==> config.mk <==
export PLATFORM = sky130hd
export DESIGN_NAME = cidep_core
export DESIGN_NICKNAME = d
export VERILOG_FILES = /design/src/logic/cidep_core.v
export VERILOG_INCLUDE_DIRS = /design/src /design/src/logic
export SDC_FILE = /design/constraint.sdc
export NUM_CORES = 1
export LEC_CHECK = 0
export BUFFER_PORTS_ARGS = -buffer_cell sky130_fd_sc_hd__buf_2
export CAP_MARGIN = 20
export CORE_AREA = 2 2 43 55
export DETAILED_ROUTE_END_ITERATION = 7
export DIE_AREA = 0 0 45 57
export GPL_ROUTABILITY_DRIVEN = 0
export GPL_TIMING_DRIVEN = 0
export PLACE_DENSITY = 0.81
export SLEW_MARGIN = 0
export SYNTH_ARGS = -nofsm -noshare
export SYNTH_HDL_FRONTEND = slang
export SYNTH_SLANG_ARGS = --single-unit
==> constraint.sdc <==
create_clock -name sys_clk -period 1.7 [get_ports sys_clk]
set_input_delay 0.34 -clock sys_clk [delete_from_list [all_inputs] [get_ports sys_clk]]
set_output_delay 0.34 -clock sys_clk [all_outputs]
set_load 0.02 [all_outputs]
==> src/logic/cidep_defs.vh <==
`ifndef CIDEP_DEFS_VH
`define CIDEP_DEFS_VH

// Register byte offsets
`define CIDEP_OFF_IDENTITY 12'hd00
`define CIDEP_OFF_STATE 12'hd04

// Identity field positions
`define CIDEP_ID_IMPL_HI 31
`define CIDEP_ID_IMPL_LO 24
`define CIDEP_ID_ARCH_HI 19
`define CIDEP_ID_ARCH_LO 16
`define CIDEP_ID_PART_HI 15
`define CIDEP_ID_PART_LO 4
`define CIDEP_ID_REV_HI 3
`define CIDEP_ID_REV_LO 0

// State register bit positions
`define CIDEP_BIT_NMI_SET 31
`define CIDEP_BIT_SVC_SET 28
`define CIDEP_BIT_SVC_CLR 27
`define CIDEP_BIT_TICK_SET 26
`define CIDEP_BIT_TICK_CLR 25
`define CIDEP_BIT_ANY_PEND 22

// Reset values
`define CIDEP_STATE_RESET 32'h00000000
`define CIDEP_RDATA_RESET 32'h00000000

`endif

==> src/logic/cidep_core.v <==
// Implementation choice: the address-and-strobe port.
`timescale 1ns/1ps
`default_nettype none
`include "cidep_defs.vh"

module cidep_core #(
  parameter [7:0] IMPL_CODE = 8'h5a,  // Arbitrary value
  parameter [3:0] ARCH_CODE = 4'h3,  // Arbitrary value
  parameter [11:0] PART_CODE = 12'h123,  // Arbitrary value
  parameter [3:0] REV_CODE = 4'h1  // Arbitrary value
) (
  input wire sys_clk,
  input wire reset,
  input wire [11:0] reg_addr,
  input wire [31:0] reg_wdata,
  input wire reg_write,
  input wire reg_read,
  output reg [31:0] reg_rdata,
  input wire nmi_signal,
  input wire nmi_entry,
  input wire svc_entry,
  input wire tick_event,
  input wire tick_entry,
  input wire irq_pending_in,
  output reg nmi_pending,
  output reg svc_pending,
  output reg tick_pending
);

  function [31:0] identity_word;
    input dummy;
    begin
      identity_word = 32'h00000000;
      identity_word[`CIDEP_ID_IMPL_HI:`CIDEP_ID_IMPL_LO] = IMPL_CODE;
      identity_word[`CIDEP_ID_ARCH_HI:`CIDEP_ID_ARCH_LO] = ARCH_CODE;
      identity_word[`CIDEP_ID_PART_HI:`CIDEP_ID_PART_LO] = PART_CODE;
      identity_word[`CIDEP_ID_REV_HI:`CIDEP_ID_REV_LO] = REV_CODE;
    end
  endfunction

  localparam [11:0] ADDR_IDENTITY = `CIDEP_OFF_IDENTITY;
  localparam [11:0] ADDR_STATE = `CIDEP_OFF_STATE;
  localparam [1:0] SEL_NONE = 2'b00;
  localparam [1:0] SEL_IDENTITY = 2'b01;
  localparam [1:0] SEL_STATE = 2'b10;

  // True when the address equals the given register offset, with or without a strobe
  function addr_match;
    input [11:0] addr;
    input [11:0] offset;
    begin
      addr_match = (addr == offset);
    end
  endfunction

  // Next pending level; a set in the same cycle beats a clear
  function pend_update;
    input current;
    input clear;
    input set;
    begin
      if (set) begin
        pend_update = 1'b1;
      end else if (clear) begin
        pend_update = 1'b0;
      end else begin
        pend_update = current;
      end
    end
  endfunction

  // Read image of the state register
  function [31:0] state_image;
    input nmi;
    input svc;
    input tick;
    input irq;
    begin
      state_image = `CIDEP_STATE_RESET;
      state_image[`CIDEP_BIT_NMI_SET] = nmi;
      state_image[`CIDEP_BIT_SVC_SET] = svc;
      state_image[`CIDEP_BIT_TICK_SET] = tick;
      state_image[`CIDEP_BIT_ANY_PEND] = irq | svc | tick;
    end
  endfunction

  wire id_hit;
  wire state_hit;
  reg nmi_set_wr;
  reg svc_set_wr;
  reg svc_clr_wr;
  reg tick_set_wr;
  reg tick_clr_wr;
  reg nmi_set_req;
  reg nmi_clear_req;
  reg svc_set_req;
  reg svc_clear_req;
  reg tick_set_req;
  reg tick_clear_req;
  reg next_nmi_pending;
  reg next_svc_pending;
  reg next_tick_pending;
  reg [1:0] read_sel;
  reg [31:0] state_word;
  reg [31:0] next_reg_rdata;

  assign id_hit = addr_match(reg_addr, ADDR_IDENTITY);
  assign state_hit = addr_match(reg_addr, ADDR_STATE);

  // Only the state register takes writes
  always @* begin
    nmi_set_wr = 1'b0;
    svc_set_wr = 1'b0;
    svc_clr_wr = 1'b0;
    tick_set_wr = 1'b0;
    tick_clr_wr = 1'b0;
    if (reg_write && state_hit) begin
      nmi_set_wr = reg_wdata[`CIDEP_BIT_NMI_SET];
      svc_set_wr = reg_wdata[`CIDEP_BIT_SVC_SET];
      if (reg_wdata[`CIDEP_BIT_SVC_CLR] &&
          !reg_wdata[`CIDEP_BIT_SVC_SET]) begin
        svc_clr_wr = 1'b1;
      end
      tick_set_wr = reg_wdata[`CIDEP_BIT_TICK_SET];
      if (reg_wdata[`CIDEP_BIT_TICK_CLR] &&
          !reg_wdata[`CIDEP_BIT_TICK_SET]) begin
        tick_clr_wr = 1'b1;
      end
    end
  end

  // Requests from software and from the core
  always @* begin
    nmi_set_req = nmi_set_wr || nmi_signal;
    nmi_clear_req = nmi_entry;
    svc_set_req = svc_set_wr;
    svc_clear_req = svc_clr_wr || svc_entry;
    tick_set_req = tick_set_wr || tick_event;
    tick_clear_req = tick_clr_wr || tick_entry;
  end

  always @* begin
    next_nmi_pending = pend_update(nmi_pending, nmi_clear_req,
                                   nmi_set_req);
  end

  always @* begin
    next_svc_pending = pend_update(svc_pending, svc_clear_req,
                                   svc_set_req);
  end

  always @* begin
    next_tick_pending = pend_update(tick_pending, tick_clear_req,
                                    tick_set_req);
  end

  // Unmapped addresses answer zero
  always @* begin
    read_sel = SEL_NONE;
    if (reg_read && id_hit) begin
      read_sel = SEL_IDENTITY;
    end else if (reg_read && state_hit) begin
      read_sel = SEL_STATE;
    end
  end

  always @* begin
    state_word = state_image(nmi_pending, svc_pending, tick_pending,
                             irq_pending_in);
    case (read_sel)
      SEL_IDENTITY: begin
        next_reg_rdata = identity_word(1'b0);
      end
      SEL_STATE: begin
        next_reg_rdata = state_word;
      end
      default: begin
        next_reg_rdata = `CIDEP_RDATA_RESET;
      end
    endcase
  end

  // Straight from this flop to the core
  always @(posedge sys_clk) begin
    if (reset) begin
      nmi_pending <= 1'b0;
    end else begin
      nmi_pending <= next_nmi_pending;
    end
  end

  always @(posedge sys_clk) begin
    if (reset) begin
      svc_pending <= 1'b0;
    end else begin
      svc_pending <= next_svc_pending;
    end
  end

  always @(posedge sys_clk) begin
    if (reset) begin
      tick_pending <= 1'b0;
    end else begin
      tick_pending <= next_tick_pending;
    end
  end

  // Read data stands one cycle, zero otherwise
  always @(posedge sys_clk) begin
    if (reset) begin
      reg_rdata <= `CIDEP_RDATA_RESET;
    end else begin
      reg_rdata <= next_reg_rdata;
    end
  end

endmodule
`default_nettype wire

==> results_dict.tcl <==
set metrics [dict create \
    status "finished clean" \
    n_fill_cell 219 \
    end_kind "output pin" \
    synth_cell_types 24 \
    seqCellArea_um2 160 \
    async_flop_share_pct 0 \
    core_area_um2 2090 \
    hold_buffers 0 \
    worst-setup-path-type "reg -> out" \
    ant_nets 0 \
    die-area_um2 2570 \
    grt_pass1_vias 528 \
    fin_crit_sh_pct 82.1 \
    cts_root_buf "clkbuf_4" \
    drt-wirelength-per-cell_um 8.48 \
    synth_cells 69 \
    startpoint_type "flop" \
    cts_tree "done" \
    synthTopCellsByCount "buf_4, dfxtp_1, inv_1, nor3_1" \
    synth_area_leaders "buf_4, dfxtp_1, nor4b_4" \
    cts_buffers 3 \
    final_cells 153 \
    finalSetupTns_ps 0 \
    grt_max_degree 11 \
    synth_warnings 0 \
    antenna_found_initial 0 \
    syn_area_um2 616 \
    diodes 0 \
    worstPathRequired_ps 1360 \
    synth_top_area_cell "buf_4" \
    clk_path_buf_depth 2 \
    yosysSeqAreaShare_pct 26.0 \
    htreeDepth 1 \
    nets 188 \
    drive_gt1_share_pct 59.1 \
    num_rows 19 \
    fin_crit_ps 1400 \
    syn_avg_cell_area_um2 8.92 \
    slew_violations 0 \
    hold_viol 0 \
    cts_resized 0 \
    gr-total-overflow 0 \
    drc 0 \
    grtUsageTotal_pct 10.8 \
    post-dp-hpwl_um 1170 \
    ys_seq_elements 8 \
    cp.arrival_ps 1060 \
    rsz0062_at_grt "no" \
    ys.flop_type "dfxtp_1" \
    drtIter0Drc 5 \
    hp-class "in -> reg" \
    clkLatencyLatePin_ps 260 \
    p_per_area_nw_per_um2 504 \
    postCtsSetupBuffers 0 \
    fmax_mhz 717 \
    setup_viol 0 \
    post-synth-top-count-cell "buf_4" \
    grt_pass1_wl_um 2080 \
    clk_pin_slew_worst_paths_ps 50 \
    fin_skew_ps 0.130 \
    portBuffers 43 \
    maxCapViolations 0 \
    clkSinkCount 8 \
    via_count 619 \
    dp.cells 150 \
    peakVddDrop_uv 234 \
    power_mw 0.475 \
    total_leakage_power_nw 0.576 \
    multi_input_area_um2 298 \
    min_delay_path_depth 2 \
    viasPerCell 4.05 \
    routed_wl_um 1300 \
    start_util_pct 29.4 \
    die_y_um 57 \
    die_w_um 45 \
    worst-path-max-fanout 10 \
    synth_top_area_share_pct 32.9 \
    dr.pass1.iters 2 \
    io_pins 89 \
    r2r_cells 3 \
    area_growth_pct 53.3 \
    synth-edff-count 0 \
]
-- cell families (layout without fill, tap and decap cells) --
family	Yosys count	count (layout)	share of synthesized area, %
buffers and inverters	32	78	36.0
AO/OA/AOI/OAI	6	6	6.30
other	1	18	0.609
AND/OR/NAND/NOR	22	22	31.1
flip-flops	8	8	26.0
-- power by group --
part / switching (mW) / internal, mW
sequential: 0.00238 / 0.191
clock: 0.0651 / 0.0808
combinational: 0.0729 / 0.0631
-- cell usage in the layout, fill, tap and decap left out, types with 2 or more instances in the layout --
cell	instances
inv_1	5
nor2b_1	2
buf_2	43
conb_1	18
and3_1	2
dfxtp_1	8
clkbuf_4	3
nand4_1	2
nand2b_1	2
a21oi_1	2
nor3_1	4
buf_4	27
-- area by class of cell --
cell class,instances,area share [%]
Timing Repair Buffer,43,22.8
Tap cell,21,2.79
Buffer,27,21.5
Inverter,5,1.99
Clock buffer,3,2.39
Sequential cell,8,17.0
Multi-Input combinational cell,46,31.6
-- sequential cells by signal, summed over array words and instances (netlist names) --
signal,flops
reg_rdata,5
nmi_pending,1
svc_pending,1
tick_pending,1
-- stage by stage --
step | hold WS, ps | utilization, % | cell area [um^2] | setup WS (ps)
finish | 320 | 45.1 | 943 | 305
global route | 325 | 45.1 | 943 | 228
CTS | 314 | 45.1 | 943 | 278
detailed placement | 455 | 44.0 | 921 | 340
global placement | 452 | 44.0 | 921 | 358
floorplan | 412 | - | 679 | 546
-- layer usage --
| layer | wire (um) | track usage, % | vias up |
|---|---|---|---|
| met2 | 633 | 19.4 | 47 |
| met1 | 436 | 10.7 | 253 |
| li1 | - | - | 316 |
| met5 | 0 | 0 | - |
| met3 | 200 | 2.53 | 3 |
| met4 | 28 | 6.30 | 0 |
-- path summary, 6_finish.rpt --
kind / startpoint / slack [ps] / end
worst min-delay path: reg_addr[2] / 320 / reg_rdata[30]$_SDFF_PP0_
worst max-delay path: reg_rdata[30]$_SDFF_PP0_ / 300 / reg_rdata[27]
worst min register to register: nmi_pending$_SDFFE_PP0P_ / 460 / reg_rdata[31]$_SDFF_PP0_
worst max register to register: tick_pending$_SDFFE_PP0P_ / 750 / tick_pending$_SDFFE_PP0P_
-- worst max-delay path: stages (launching register included) --
cell and delay (ps):
dfxtp_1 480, buf_4 160, buf_2 150
Power figures use the tool's default switching activity.
